$ cat src/clock_gen_defines.vh
// Register map, field positions, reset values and timing figures of the clock generator
`ifndef CLOCK_GEN_DEFINES_VH
`define CLOCK_GEN_DEFINES_VH

`define ADDR_WIDTH 8
`define REG_CTRL 8'h00
`define REG_PLLCFG 8'h04
`define REG_STATUS 8'h08
`define REG_CTWCFG 8'h0C
`define REG_FTWCFG 8'h10
`define REG_BUSDIV 8'h14
`define REG_COUNT 8'h18
`define REG_DIVBASE 8'h40

`define CTRL_RESET 16'h0000
`define CTRL_FREQ_LSB 0
`define CTRL_DBLSRC_LSB 4
`define CTRL_PLLSRC_LSB 6
`define CTRL_PLLEN 8
`define CTRL_CTWRST 9
`define CTRL_CTWWAKE 10
`define CTRL_CTWIRQ 11
`define CTRL_FTWIRQ 12
`define CTRL_DBLEN 13
`define CTRL_RTCIRQ 14
`define CTRL_FTWEN 15

`define STAT_LOCK 0
`define STAT_LATE 1
`define STAT_CTW 2
`define STAT_FTW 3
`define STAT_RTC 4

`define FREQ_3MHZ 3'h0
`define FREQ_6MHZ 3'h1
`define FREQ_12MHZ 3'h2
`define FREQ_24MHZ 3'h3
`define FREQ_48MHZ 3'h4
`define FREQ_74MHZ 3'h5

`define SRC_FAST_OSC 2'h0
`define SRC_CRYSTAL 2'h1
`define SRC_INTERCONNECT 2'h2

`define PLLCFG_RESET 16'h0100
`define CTWCFG_RESET 4'h9
`define FTWCFG_RESET 5'h1F
`define BUSDIV_RESET 16'h0002
`define DIVCFG_RESET 22'h00_0002

`define CLK_MHZ 200
`define PLL_LOCK_US 250
`define MID_DIVIDE 16'h0003
`define SLOW_DIVIDE 16'h0064
`define WATCH_DIVIDE 16'h8000

`endif

$ cat src/clock_gen.v
// Clock generation, timewheels and divider bank of the microcontroller clocking system
// Behaviour
// - Fast oscillator offers 3 to 74 MHz
// - Doubler gives twice its input rate
// - Doubler source: oscillator, crystal or interconnect
// - PLL reference selectable, 4032 divider ratios
// - Lock bit set, expected within 250 us
// - Lock indication routed to interconnect
// - Low-speed oscillator yields 1, 33, 100 kHz
// - Central timewheel: 13-bit, advanced by 1 kHz
// - Central timewheel stops in hibernate or debug halt
// - Software can reset central timewheel
// - Periodic wake events, optional interrupt
// - Fast timewheel: 5-bit, programmable terminal count
// - Optional interrupt at fast terminal count
// - 33 kHz is 100 kHz divided by three
// - 1 kHz clock has half duty, 33 kHz clock is high two thirds
// - Once-per-second interrupt from watch crystal
// - Eight extra interconnect clocks feed dividers
// - Bus clock via 16-bit divider, CPU equal
// - Eight digital, four skewed analog dividers
// - Divider: 8-input mux, 16-bit, resynchronised
// - Divider output chains into next divider
`timescale 1ns/1ps
`default_nettype none
`include "clock_gen_defines.vh"
module clock_gen #(
   parameter LOCK_CYCLES = `PLL_LOCK_US * `CLK_MHZ,
   parameter NUM_DIGITAL = 8,
   parameter NUM_ANALOG = 4
) (
   input wire clk,
   input wire reset,
   input wire [`ADDR_WIDTH-1:0] address,
   input wire [31:0] writeData,
   input wire writeStrobe,
   input wire readStrobe,
   output reg [31:0] readData,
   input wire fastInternalOsc,
   input wire mhzCrystalOsc,
   input wire interconnectClock,
   input wire [7:0] interconnectClocks,
   input wire pllClock,
   input wire pllLockRaw,
   input wire lowSpeedInternalOsc,
   input wire watchCrystalOsc,
   input wire hibernate,
   input wire debugHalt,
   output reg [2:0] fastOscFreq,
   output reg doublerEnable,
   output reg [1:0] doublerSource,
   output reg serialBusTick,
   output reg pllEnable,
   output reg [1:0] pllSource,
   output reg [5:0] pllInputDiv,
   output reg [5:0] pllFeedbackDiv,
   output reg pllLockRoute,
   output reg lowSpeedFastClock,
   output wire lowSpeedMidClock,
   output wire slowTickClock,
   output reg ctwWake,
   output reg ctwIrq,
   output reg ftwIrq,
   output reg rtcIrq,
   output wire busClock,
   output wire cpuClock,
   output reg [NUM_DIGITAL+NUM_ANALOG-1:0] dividedClocks
);
   localparam NUM_DIV = NUM_DIGITAL + NUM_ANALOG;
   localparam NUM_SYNC = 17;
   localparam I_FAST = 0;
   localparam I_XTAL = 1;
   localparam I_ICON = 2;
   localparam I_PLL = 3;
   localparam I_LSO = 4;
   localparam I_WATCH = 5;
   localparam I_LOCK = 6;
   localparam I_HIB = 7;
   localparam I_DBG = 8;
   localparam I_EXTRA = 9;
   // Reset image of the divider register; both fields are cut from it
   localparam [15:0] PLLCFG_INIT = `PLLCFG_RESET;

   // Pin inputs: two flops, then an edge stage
   wire [NUM_SYNC-1:0] rawIn = {interconnectClocks, debugHalt, hibernate, pllLockRaw, watchCrystalOsc,
                                lowSpeedInternalOsc, pllClock, interconnectClock, mhzCrystalOsc, fastInternalOsc};
   reg [NUM_SYNC-1:0] syncA;
   reg [NUM_SYNC-1:0] syncB;
   reg [NUM_SYNC-1:0] syncC;
   wire [NUM_SYNC-1:0] rise = syncB & ~syncC;
   wire [NUM_SYNC-1:0] fall = ~syncB & syncC;

   always @(posedge clk or posedge reset) begin
      if (reset) begin
         syncA <= {NUM_SYNC{1'b0}};
         syncB <= {NUM_SYNC{1'b0}};
         syncC <= {NUM_SYNC{1'b0}};
      end else begin
         syncA <= rawIn;
         syncB <= syncA;
         syncC <= syncB;
      end
   end

   // Software state
   reg ctwWakeEn;
   reg ctwIrqEn;
   reg ftwIrqEn;
   reg rtcIrqEn;
   reg ftwEnable;
   reg ctwSwReset;
   reg [3:0] wakeTap;
   reg [4:0] ftwTerminal;
   reg [15:0] busDivide;
   reg [21:0] divCfg [0:NUM_DIV-1];
   reg pllLate;
   reg ctwFlag;
   reg ftwFlag;
   reg rtcFlag;
   reg [12:0] ctwCount;
   reg [4:0] ftwCount;
   reg [31:0] lockTimer;
   reg pllLock;

   wire writeCtrl = writeStrobe && (address == `REG_CTRL);
   wire clearStatus = writeStrobe && (address == `REG_STATUS);
   wire [`ADDR_WIDTH-1:0] divOffset = address - `REG_DIVBASE;
   wire divHit = (address >= `REG_DIVBASE) && (divOffset[1:0] == 2'b00) && ((divOffset >> 2) < NUM_DIV);
   wire [3:0] divIndex = divOffset[5:2];
   wire [15:0] ctrlImage = {ftwEnable, rtcIrqEn, doublerEnable, ftwIrqEn, ctwIrqEn, ctwWakeEn, 1'b0, pllEnable,
                            pllSource, doublerSource, 1'b0, fastOscFreq};

   integer i;
   always @(posedge clk or posedge reset) begin
      if (reset) begin
         fastOscFreq <= `FREQ_3MHZ;
         doublerSource <= `SRC_FAST_OSC;
         pllSource <= `SRC_FAST_OSC;
         pllEnable <= 1'b0;
         ctwSwReset <= 1'b0;
         ctwWakeEn <= 1'b0;
         ctwIrqEn <= 1'b0;
         ftwIrqEn <= 1'b0;
         doublerEnable <= 1'b0;
         rtcIrqEn <= 1'b0;
         ftwEnable <= 1'b0;
         pllInputDiv <= PLLCFG_INIT[5:0];
         pllFeedbackDiv <= PLLCFG_INIT[13:8];
         wakeTap <= `CTWCFG_RESET;
         ftwTerminal <= `FTWCFG_RESET;
         busDivide <= `BUSDIV_RESET;
         for (i = 0; i < NUM_DIV; i = i + 1) begin
            divCfg[i] <= `DIVCFG_RESET;
         end
      end else begin
         ctwSwReset <= 1'b0;
         if (writeCtrl) begin
            fastOscFreq <= (writeData[2:0] > `FREQ_74MHZ) ? `FREQ_74MHZ : writeData[2:0];
            doublerSource <= (writeData[5:4] > `SRC_INTERCONNECT) ? `SRC_INTERCONNECT : writeData[5:4];
            pllSource <= (writeData[7:6] > `SRC_INTERCONNECT) ? `SRC_INTERCONNECT : writeData[7:6];
            pllEnable <= writeData[`CTRL_PLLEN];
            ctwSwReset <= writeData[`CTRL_CTWRST];
            ctwWakeEn <= writeData[`CTRL_CTWWAKE];
            ctwIrqEn <= writeData[`CTRL_CTWIRQ];
            ftwIrqEn <= writeData[`CTRL_FTWIRQ];
            doublerEnable <= writeData[`CTRL_DBLEN];
            rtcIrqEn <= writeData[`CTRL_RTCIRQ];
            ftwEnable <= writeData[`CTRL_FTWEN];
         end
         if (writeStrobe && address == `REG_PLLCFG) begin
            pllInputDiv <= writeData[5:0];
            pllFeedbackDiv <= (writeData[13:8] == 6'h00) ? 6'h01 : writeData[13:8];
         end
         if (writeStrobe && address == `REG_CTWCFG) begin
            wakeTap <= (writeData[3:0] > 4'hC) ? 4'hC : writeData[3:0];
         end
         if (writeStrobe && address == `REG_FTWCFG) begin
            ftwTerminal <= writeData[4:0];
         end
         if (writeStrobe && address == `REG_BUSDIV) begin
            busDivide <= writeData[15:0];
         end
         if (writeStrobe && divHit) begin
            divCfg[divIndex] <= writeData[21:0];
         end
      end
   end

   // Read port: data only in the cycle after the strobe
   always @(posedge clk or posedge reset) begin
      if (reset) begin
         readData <= 32'h0000_0000;
      end else if (readStrobe) begin
         case (address)
            `REG_CTRL: readData <= {16'h0000, ctrlImage};
            `REG_PLLCFG: readData <= {18'h0_0000, pllFeedbackDiv, 2'b00, pllInputDiv};
            `REG_STATUS: readData <= {27'h000_0000, rtcFlag, ftwFlag, ctwFlag, pllLate, pllLock};
            `REG_CTWCFG: readData <= {28'h000_0000, wakeTap};
            `REG_FTWCFG: readData <= {27'h000_0000, ftwTerminal};
            `REG_BUSDIV: readData <= {16'h0000, busDivide};
            `REG_COUNT: readData <= {11'h000, ftwCount, 3'h0, ctwCount};
            default: readData <= divHit ? {10'h000, divCfg[divIndex]} : 32'h0000_0000;
         endcase
      end else begin
         readData <= 32'h0000_0000;
      end
   end

   reg [NUM_SYNC-1:0] dblEdge;
   always @* begin
      dblEdge = rise | fall;
   end
   always @(posedge clk or posedge reset) begin
      if (reset) begin
         serialBusTick <= 1'b0;
      end else begin
         case (doublerSource)
            `SRC_FAST_OSC: serialBusTick <= doublerEnable & dblEdge[I_FAST];
            `SRC_CRYSTAL: serialBusTick <= doublerEnable & dblEdge[I_XTAL];
            default: serialBusTick <= doublerEnable & dblEdge[I_ICON];
         endcase
      end
   end

   // Lock from the analog loop; late flag if it overruns the window
   always @(posedge clk or posedge reset) begin
      if (reset) begin
         lockTimer <= 32'h0000_0000;
         pllLock <= 1'b0;
         pllLate <= 1'b0;
         pllLockRoute <= 1'b0;
      end else begin
         pllLock <= pllEnable & syncB[I_LOCK];
         pllLockRoute <= pllEnable & syncB[I_LOCK];
         if (!pllEnable || pllLock) begin
            lockTimer <= 32'h0000_0000;
         end else if (lockTimer < LOCK_CYCLES) begin
            lockTimer <= lockTimer + 1'b1;
         end
         if (pllEnable && !pllLock && lockTimer == LOCK_CYCLES - 1) begin
            pllLate <= 1'b1;
         end else if (clearStatus && writeData[`STAT_LATE]) begin
            pllLate <= 1'b0;
         end
      end
   end

   // Low-speed clocks
   wire lsoTick = rise[I_LSO];
   wire midTick;
   wire slowTick;
   wire secondTick;
   always @(posedge clk or posedge reset) begin
      if (reset) begin
         lowSpeedFastClock <= 1'b0;
      end else begin
         lowSpeedFastClock <= syncB[I_LSO];
      end
   end

   clock_divider #(.WIDTH(16)) midDivider (
      .clk(clk), .reset(reset), .sources({7'h00, lsoTick}), .select(3'h0),
      .divide(`MID_DIVIDE), .divClock(lowSpeedMidClock), .riseTick(midTick)
   );
   clock_divider #(.WIDTH(16)) slowDivider (
      .clk(clk), .reset(reset), .sources({7'h00, lsoTick}), .select(3'h0),
      .divide(`SLOW_DIVIDE), .divClock(slowTickClock), .riseTick(slowTick)
   );
   clock_divider #(.WIDTH(16)) secondDivider (
      .clk(clk), .reset(reset), .sources({7'h00, rise[I_WATCH]}), .select(3'h0),
      .divide(`WATCH_DIVIDE), .divClock(), .riseTick(secondTick)
   );
   clock_divider #(.WIDTH(16)) busDivider (
      .clk(clk), .reset(reset), .sources(8'h01), .select(3'h0),
      .divide(busDivide), .divClock(busClock), .riseTick()
   );
   // CPU clock is the bus clock
   assign cpuClock = busClock;

   // Timewheels; event set beats a same-cycle clear
   wire [12:0] ctwNext = ctwCount + 1'b1;
   wire [12:0] tapMask = (13'h0002 << wakeTap) - 13'h0001;
   wire ctwRun = slowTick && !syncB[I_HIB] && !syncB[I_DBG];
   wire ctwEvent = ctwRun && ((ctwNext & tapMask) == 13'h0000);
   wire ftwRun = lsoTick && ftwEnable;
   wire ftwEvent = ftwRun && (ftwCount == ftwTerminal);

   always @(posedge clk or posedge reset) begin
      if (reset) begin
         ctwCount <= 13'h0000;
         ftwCount <= 5'h00;
         ctwWake <= 1'b0;
         ctwFlag <= 1'b0;
         ftwFlag <= 1'b0;
         rtcFlag <= 1'b0;
         ctwIrq <= 1'b0;
         ftwIrq <= 1'b0;
         rtcIrq <= 1'b0;
      end else begin
         if (ctwSwReset) begin
            ctwCount <= 13'h0000;
         end else if (ctwRun) begin
            ctwCount <= ctwNext;
         end
         ctwWake <= ctwEvent && ctwWakeEn && !ctwSwReset;
         if (ctwEvent && ctwIrqEn && !ctwSwReset) begin
            ctwFlag <= 1'b1;
         end else if (clearStatus && writeData[`STAT_CTW]) begin
            ctwFlag <= 1'b0;
         end
         if (!ftwEnable) begin
            ftwCount <= 5'h00;
         end else if (ftwEvent) begin
            ftwCount <= 5'h00;
         end else if (ftwRun) begin
            ftwCount <= ftwCount + 1'b1;
         end
         if (ftwEvent && ftwIrqEn) begin
            ftwFlag <= 1'b1;
         end else if (clearStatus && writeData[`STAT_FTW]) begin
            ftwFlag <= 1'b0;
         end
         if (secondTick && rtcIrqEn) begin
            rtcFlag <= 1'b1;
         end else if (clearStatus && writeData[`STAT_RTC]) begin
            rtcFlag <= 1'b0;
         end
         ctwIrq <= ctwFlag;
         ftwIrq <= ftwFlag;
         rtcIrq <= rtcFlag;
      end
   end

   // Divider bank; analog ones get a skew delay so edges avoid digital switching
   wire [NUM_DIV-1:0] divRaw;
   wire [NUM_DIV-1:0] divTick;
   genvar n;
   generate
      for (n = 0; n < NUM_DIV; n = n + 1) begin : bank
         wire [7:0] srcs;
         // Own interconnect clock for digital ones
         assign srcs = {(n == 0) ? 1'b0 : divTick[(n + NUM_DIV - 1) % NUM_DIV],
                        (n < NUM_DIGITAL) ? rise[I_EXTRA + (n % 8)] : rise[I_ICON],
                        rise[I_WATCH], lsoTick, rise[I_PLL], rise[I_ICON], rise[I_XTAL], rise[I_FAST]};
         clock_divider #(.WIDTH(16)) divider (
            .clk(clk), .reset(reset), .sources(srcs), .select(divCfg[n][18:16]),
            .divide(divCfg[n][15:0]), .divClock(divRaw[n]), .riseTick(divTick[n])
         );
         reg [3:0] skewLine;
         always @(posedge clk or posedge reset) begin
            if (reset) begin
               skewLine <= 4'h0;
               dividedClocks[n] <= 1'b0;
            end else begin
               skewLine <= {skewLine[2:0], divRaw[n]};
               if (n >= NUM_DIGITAL) begin
                  dividedClocks[n] <= skewLine[divCfg[n][21:20]];
               end else begin
                  dividedClocks[n] <= divRaw[n];
               end
            end
         end
      end
   endgenerate

endmodule
`default_nettype wire

$ cat src/clock_divider.v
// One 16-bit clock divider with source multiplexer and boundary-only reconfiguration
`timescale 1ns/1ps
`default_nettype none
module clock_divider #(
   parameter WIDTH = 16
) (
   input wire clk,
   input wire reset,
   input wire [7:0] sources,
   input wire [2:0] select,
   input wire [WIDTH-1:0] divide,
   output reg divClock,
   output reg riseTick
);
   localparam [WIDTH-1:0] MIN_DIV = 2;
   reg [2:0] activeSel;
   reg [WIDTH-1:0] activeDiv;
   reg [WIDTH-1:0] count;
   wire tick = sources[activeSel];
   wire [WIDTH-1:0] limit = (activeDiv < MIN_DIV) ? MIN_DIV : activeDiv;
   wire [WIDTH-1:0] half = limit - (limit >> 1);
   wire [WIDTH-1:0] countNext = count + 1'b1;
   wire wrap = (countNext == limit);

   always @(posedge clk or posedge reset) begin
      if (reset) begin
         activeSel <= 3'h0;
         activeDiv <= MIN_DIV;
         count <= {WIDTH{1'b0}};
         divClock <= 1'b0;
         riseTick <= 1'b0;
      end else begin
         riseTick <= 1'b0;
         if (tick) begin
            if (wrap) begin
               count <= {WIDTH{1'b0}};
               activeSel <= select;
               activeDiv <= divide;
               divClock <= 1'b1;
               riseTick <= 1'b1;
            end else begin
               count <= countNext;
               divClock <= (countNext < half);
            end
         end
      end
   end
endmodule
`default_nettype wire

$ cat config.mk
export PLATFORM = sky130hd
export DESIGN_NAME = clock_gen
export DESIGN_NICKNAME = d
export VERILOG_FILES = /design/src/clock_gen.v /design/src/clock_divider.v
export VERILOG_INCLUDE_DIRS = /design/src
export SDC_FILE = /design/constraint.sdc
export NUM_CORES = 2
export LEC_CHECK = 0
export BUFFER_PORTS_ARGS = -buffer_cell sky130_fd_sc_hd__buf_4
export CORE_UTILIZATION = 55
export DETAILED_ROUTE_END_ITERATION = 8
export GPL_TIMING_DRIVEN = 0
export PLACE_DENSITY_LB_ADDON = 0.15
export SYNTH_ARGS = -nofsm -noshare
export SYNTH_HDL_FRONTEND = slang
export SYNTH_HIERARCHICAL = 1
export SYNTH_SLANG_ARGS = --single-unit
$ cat constraint.sdc
create_clock -name clk -period 19.68 [get_ports clk]
set_clock_uncertainty 0.1 [all_clocks]
set_input_delay 0.984 -clock clk [delete_from_list [all_inputs] [get_ports clk]]
set_output_delay 0.984 -clock clk [all_outputs]
set_load 0.005 [all_outputs]
# After elaboration in Yosys (flattened, before gate mapping)
# Cells that the tools add are included.
totals:
  word_cells: 459
  output_inout_bits: 76
  inputBits: 61
  reg_bits: 1021
op_classes:
  bitwise: 11
  n_lt_le_gt_ge: 56
  shift: 1
  muxes: 136
  n_addsub: 36
  n_reduce_logical: 59
  n_eq_ne: 26
op_table:
  columns: ["op", "count"]
  rows:
  - ["two-way mux 16 bit", 30]
  - ["bitwise mux 264 bit", 1]
  - ["adder 16 x 1 -> 16 bit (second input constant)", 16]
  - ["== test 16 bit", 16]
  - ["less-than comparator 16 bit", 15]
  - ["less-than comparator 16 x 2 -> 1 bit (second input constant)", 14]
  - ["subtractor 16 x 15 -> 16 bit", 14]
  - ["one-hot mux 22 bit (7 select lines)", 1]
  - ["two-way mux 32 bit", 3]
  - ["binary-select mux 22 bit (select 4 bit)", 1]
  - ["demux 22 bit (select 4 bit)", 1]
  - ["two-way mux 22 bit", 4]
  - ["two-way mux 1 bit", 67]
  - ["less-than comparator 3 x 4 -> 1 bit (second input constant)", 12]
  - ["binary-select mux 1 bit (select 3 bit)", 12]
  - ["adder 32 x 1 -> 32 bit (second input constant)", 1]
  - ["== test 32 x 16 -> 1 bit (second input constant)", 1]
  - ["less-than comparator 32 x 16 -> 1 bit (second input constant)", 1]
  - ["AND reduction 2 bit", 15]
  - ["logical AND 1 bit", 27]
  - ["two-way mux 13 bit", 2]
  - ["== test 8 x 5 -> 1 bit (second input constant)", 3]
  - ["AND 17 bit", 1]
  - ["inverter 17 bit", 1]
  - ["42 further kinds", 66]

# Longest topological paths before layout
logic_depth:
  ltp_word: 8
  depth_mapped: 25
  ltp_nobuf: 24

# Hierarchy
# Netlist, hierarchy kept.
modules_own_cells:
  columns: ["module", "instances", "cells_each", "seq_area_each_um2", "area_each_um2"]
  rows:
  - ["clock_divider at bank[2].divider ...", 9, 421, 927.1, 3629.7]
  - ["clock_divider at bank[0].divider ...", 7, 366, 927.1, 3365.7]
  - ["clock_gen", 1, 1488, 11887.7, 20621.0]

# Least setup slack after synthesis
# OpenSTA, ideal clock, no wires.
synth_timing:
  path_type: "register -> register"
  start: "reg bank[2].divider.activeDiv[14]"
  end: "reg bank[2].divider.divClock"
  path_stages_with_launch: 23
  period_less_slack_ns: 4.036
  slack_ns: 15.644
  setup_time_ns: 0.121
  n_path_buf: 0
  arrival_ns: 3.815
  required_ns: 19.459
  path_cell_list: "dfrtp_1 -> inv_1 -> ha_1 -> nor2b_1 -> nand4_1 -> and2_1 -> inv_1 -> ha_1 -> fa_1 -> nor2b_1 -> o21ai_0 -> a21oi_1 -> o21ai_0 -> a21oi_1 -> a41oi_1 -> xor2_1 -> ha_1 -> and4_1 -> o21ai_0 -> nor3_1 -> o41ai_1 -> a31o_2 -> o22a_1"
synth_via:
  elab_chain_cells: 5
  elab_cells_between_ends: 6
  cone_classes: "add/sub (1); order compare (2); eq/ne (1); mux (2)"
synth_lines:
  columns: ["item", "line_no", "rtl"]
  rows:
  - ["start: declaration", "clock_divider.v:17", "reg [WIDTH-1:0] activeDiv;"]
  - ["start signal: assignment", "clock_divider.v:38", "activeDiv <= divide;"]
  - ["less-than comparator 16 x 2 -> 1 bit", "clock_divider.v:20", "wire [WIDTH-1:0] limit = (activeDiv < MIN_DIV) ? MIN_DIV : activeDiv;"]
  - ["two-way mux 16 bit *", "clock_divider.v:20", null]
  - ["subtractor 16 x 15 -> 16 bit", "clock_divider.v:21", "wire [WIDTH-1:0] half = limit - (limit >> 1);"]
  - ["less-than comparator 16 bit", "clock_divider.v:43", "divClock <= (countNext < half);"]
  - ["two-way mux 1 bit *", "clock_divider.v:35", "if (wrap) begin"]
  - ["end signal: assignment", "clock_divider.v:43", null]
  - ["end: declaration", "clock_divider.v:12", "output reg divClock,"]
# Mark *: on every way between the ends. The rest lies on a longest branch, timed or not.
# A chain may end at the register's enable or synchronous reset.

# Worst setup path after layout
layout_timing:
  start: "reg bank[9].divider.activeDiv[7]"
  end: "reg bank[9].divider.divClock"
layout_via:
  elab_chain_cells: 5
  elab_cells_between_ends: 6
  cone_classes: "add/sub (1); order compare (2); eq/ne (1); mux (2)"
layout_lines:
  columns: ["item", "line_no"]
  rows:
  - ["start: declaration", "clock_divider.v:17"]
  - ["start signal: assignment", "clock_divider.v:38"]
  - ["less-than comparator 16 x 2 -> 1 bit", "clock_divider.v:20"]
  - ["two-way mux 16 bit *", "clock_divider.v:20"]
  - ["subtractor 16 x 15 -> 16 bit", "clock_divider.v:21"]
  - ["less-than comparator 16 bit", "clock_divider.v:43"]
  - ["two-way mux 1 bit *", "clock_divider.v:35"]
  - ["end signal: assignment", "clock_divider.v:43"]
  - ["end: declaration", "clock_divider.v:12"]
# Marks and branches as above.

==> reports/summary.txt <==
Syn. warnings: 6
Initial antenna violation count: 24
Status: complete, no violations
Worst-Skew Late Latency: 0.77 ns
Crit path DAT: 5.49 ns
GR Util All Layers: 0.3214
Clock transition at the registers of the reported paths: 0.06 ns
Setup Fix Bufs, Post-CTS: 0
Unrepaired setup endpoints after global routing: false
Routed vias: 60680
Core area: 136000 um^2
Clock sink count: 1062
CP max FO: 8
# setup viols final: 0
Die X: 372.8 um
Relative slew margins: 0.01778
Die height: 372.8 um
Hold Crit Class: in -> reg
WL/cell: 22.73 um
Num CTS Buffers: 117
R2R Path Start: bank[9].divider/activeDiv[7]$_DFFE_PP0P_
DRT Pass-1 Iters: 6
Bufs on Longest Clock Path: 3
WS Path Type: reg -> reg
Final GP Congestion: 0.9938
Die Area: 139000 um^2
Vias in the first global route: 59100
First-pass GRT wire length: 350.6 mm
Residual DRC: 0
Post-CTS Hold Fix Bufs: 0
TritonCTS clock tree: yes
Hpwl dp: 173.3 mm
Final WL: 225.2 mm
Slew Viols, Final: 0
Hold path startpoint: interconnectClocks[6]
Pleak: 38.21 nW
Mapped Avg Cell Area: 9.853 um^2
Number of cell rows: 135
Post-DR vias/cell: 6.124
Layout cell share with drive strength beyond 1: 0.1729
H-tree depth: 3
ANT nets after route: 0
Dpl cell area: 79400 um^2
Cells after Synth: 7677
Count of input and output buffers: 113
Worst slew pin tran: 1.473 ns
Gr ovfl total: 0
Pwr dens: 153.6 nW/um^2
Hold Vio Cnt, Final: 0
Resized Gates After CTS: 0
Finished Cell Area: 83690 um^2
Crit path from: bank[9].divider/activeDiv[7]$_DFFE_PP0P_
Initial DRC count: 5210
Clock root buffer: clkbuf_16
Endpoint type of the worst setup path: flip-flop
Synth-to-layout area growth: 10.65%
# IOs: 137
Startpoint types: flip-flop
Max Freq: 201.6 MHz
Tmin final: 4.960 ns
# nets final: 8583
Initial Util: 0.5563
Max cap viols: 0
Tcrit/Tclk final: 0.2520
Cell Area, Synth: 75640 um^2
Largest net degree at the start of global routing: 132
Hold Slack: 0.2233 ns
Peak VDD IR: 163.3 uV
Worst path required time: 20.21 ns
## final timing paths
path                                                   endpoint  slack [ns]  depth (start not counted)
max in group asynchronous                divCfg[59]$_DFFE_PP0P_       17.35                          4
max                        bank[9].divider/divClock$_DFFE_PP0P_       14.72                         20
min in group asynchronous                   syncA[15]$_DFF_PP0_        0.48                          2
min reg2reg                                 syncB[11]$_DFF_PP0_        0.25                          0
min                                         syncA[15]$_DFF_PP0_        0.22                          1
max reg2reg                bank[9].divider/divClock$_DFFE_PP0P_       14.72                         20
## cell usage in the layout, fill, tap and decap left out, types with 77 or more instances in the layout
cell	instances
o21ai_0	386
nand3_1	230
buf_4	142
xnor2_1	421
nor4_1	123
clkbuf_1	327
nand2b_1	105
mux4_2	106
inv_1	500
and3_1	77
conb_1	100
clkbuf_16	117
buf_2	136
mux2_4	126
nor3_1	210
a21o_1	90
ha_1	489
a21oi_1	284
nand4_1	154
xor2_1	196
mux2_2	404
mux2_1	99
nor2_1	398
dfrtp_1	1025
nand2_1	505
## power breakdown
group          internal [mW]  switching, mW  total (mW)
Clock                   1.45          0.990        2.44
Sequential              2.42          0.355        2.77
Combinational           3.37           4.28        7.64
## layer usage
metal  track usage  vias to the layer above  wire length [um]
met5             0                        -               180
met4        0.1213                       28              8721
met3       0.05793                      427             17170
met2        0.5071                     1954            101800
met1        0.4399                    29990             97370
li1              -                    28280                 -
## state kept, by name, indices dropped and copies added, names as in the netlist, 11 cells and up
signal                   cells
midDivider/activeDiv        16
lockTimer                   32
syncA                       17
syncB                       17
slowDivider/count           16
bank.divider/riseTick       11
bank.divider/divClock       12
bank.divider/activeDiv     192
ctwCount                    13
bank.divider/count         192
busDivider/count            16
busDivider/activeDiv        16
divCfg                     264
busDivide                   16
syncC                       14
readData                    22
dividedClocks               12
midDivider/count            16
bank.divider/activeSel      36
secondDivider/count         16
bank.skewLine               16
secondDivider/activeDiv     16
slowDivider/activeDiv       16
## area by class of cell
| class | instances | area (um^2) |
|---|---|---|
| Sequential cell | 1062 | 26620 |
| Inverter | 514 | 1937 |
| Clock inverter | 61 | 958.4 |
| Antenna cell | 6 | 15.01 |
| Fill cell | 11460 | 52280 |
| Clock buffer | 161 | 3313 |
| Buffer | 526 | 2534 |
| Timing Repair Buffer | 124 | 1139 |
| Tap cell | 1781 | 2228 |
| Multi-Input combinational cell | 5673 | 44950 |
## per-stage QoR
stage | total power [mW] | util | setup TNS, ns | cells | worst slack [ns]
final | 12.86 | 0.6155 | 0 | 9908 | 14.72
after CTS | 12.83 | 0.6154 | 0 | 9902 | 14.84
after global routing | 13.98 | 0.6154 | 0 | 9902 | 14.15
after detailed placement | 10.32 | 0.5840 | 0 | 9680 | 14.87
after floorplan | 8.568 | - | 0 | 7775 | 5.408
after global placement | 10.09 | 0.5816 | -293.41 | 9669 | -0.7467
## critical path, stage by stage (launching register included)
cell and delay [ns]:
dfrtp_1 0.51, nor4_1 0.43, nand4_1 0.25, and2_1 0.28, inv_1 0.10, ha_1 0.20, fa_1 0.23, nor2b_1 0.06
o21ai_0 0.23, a21oi_1 0.13, o21ai_0 0.45, a21oi_1 0.18, a41oi_1 0.27, xor2_1 0.10, ha_1 0.30, and4_1 0.18
o21ai_0 0.08, nor3_1 0.18, o41ai_1 0.15, a31o_2 0.27, o22a_1 0.16
Power figures use the tool's default switching activity.
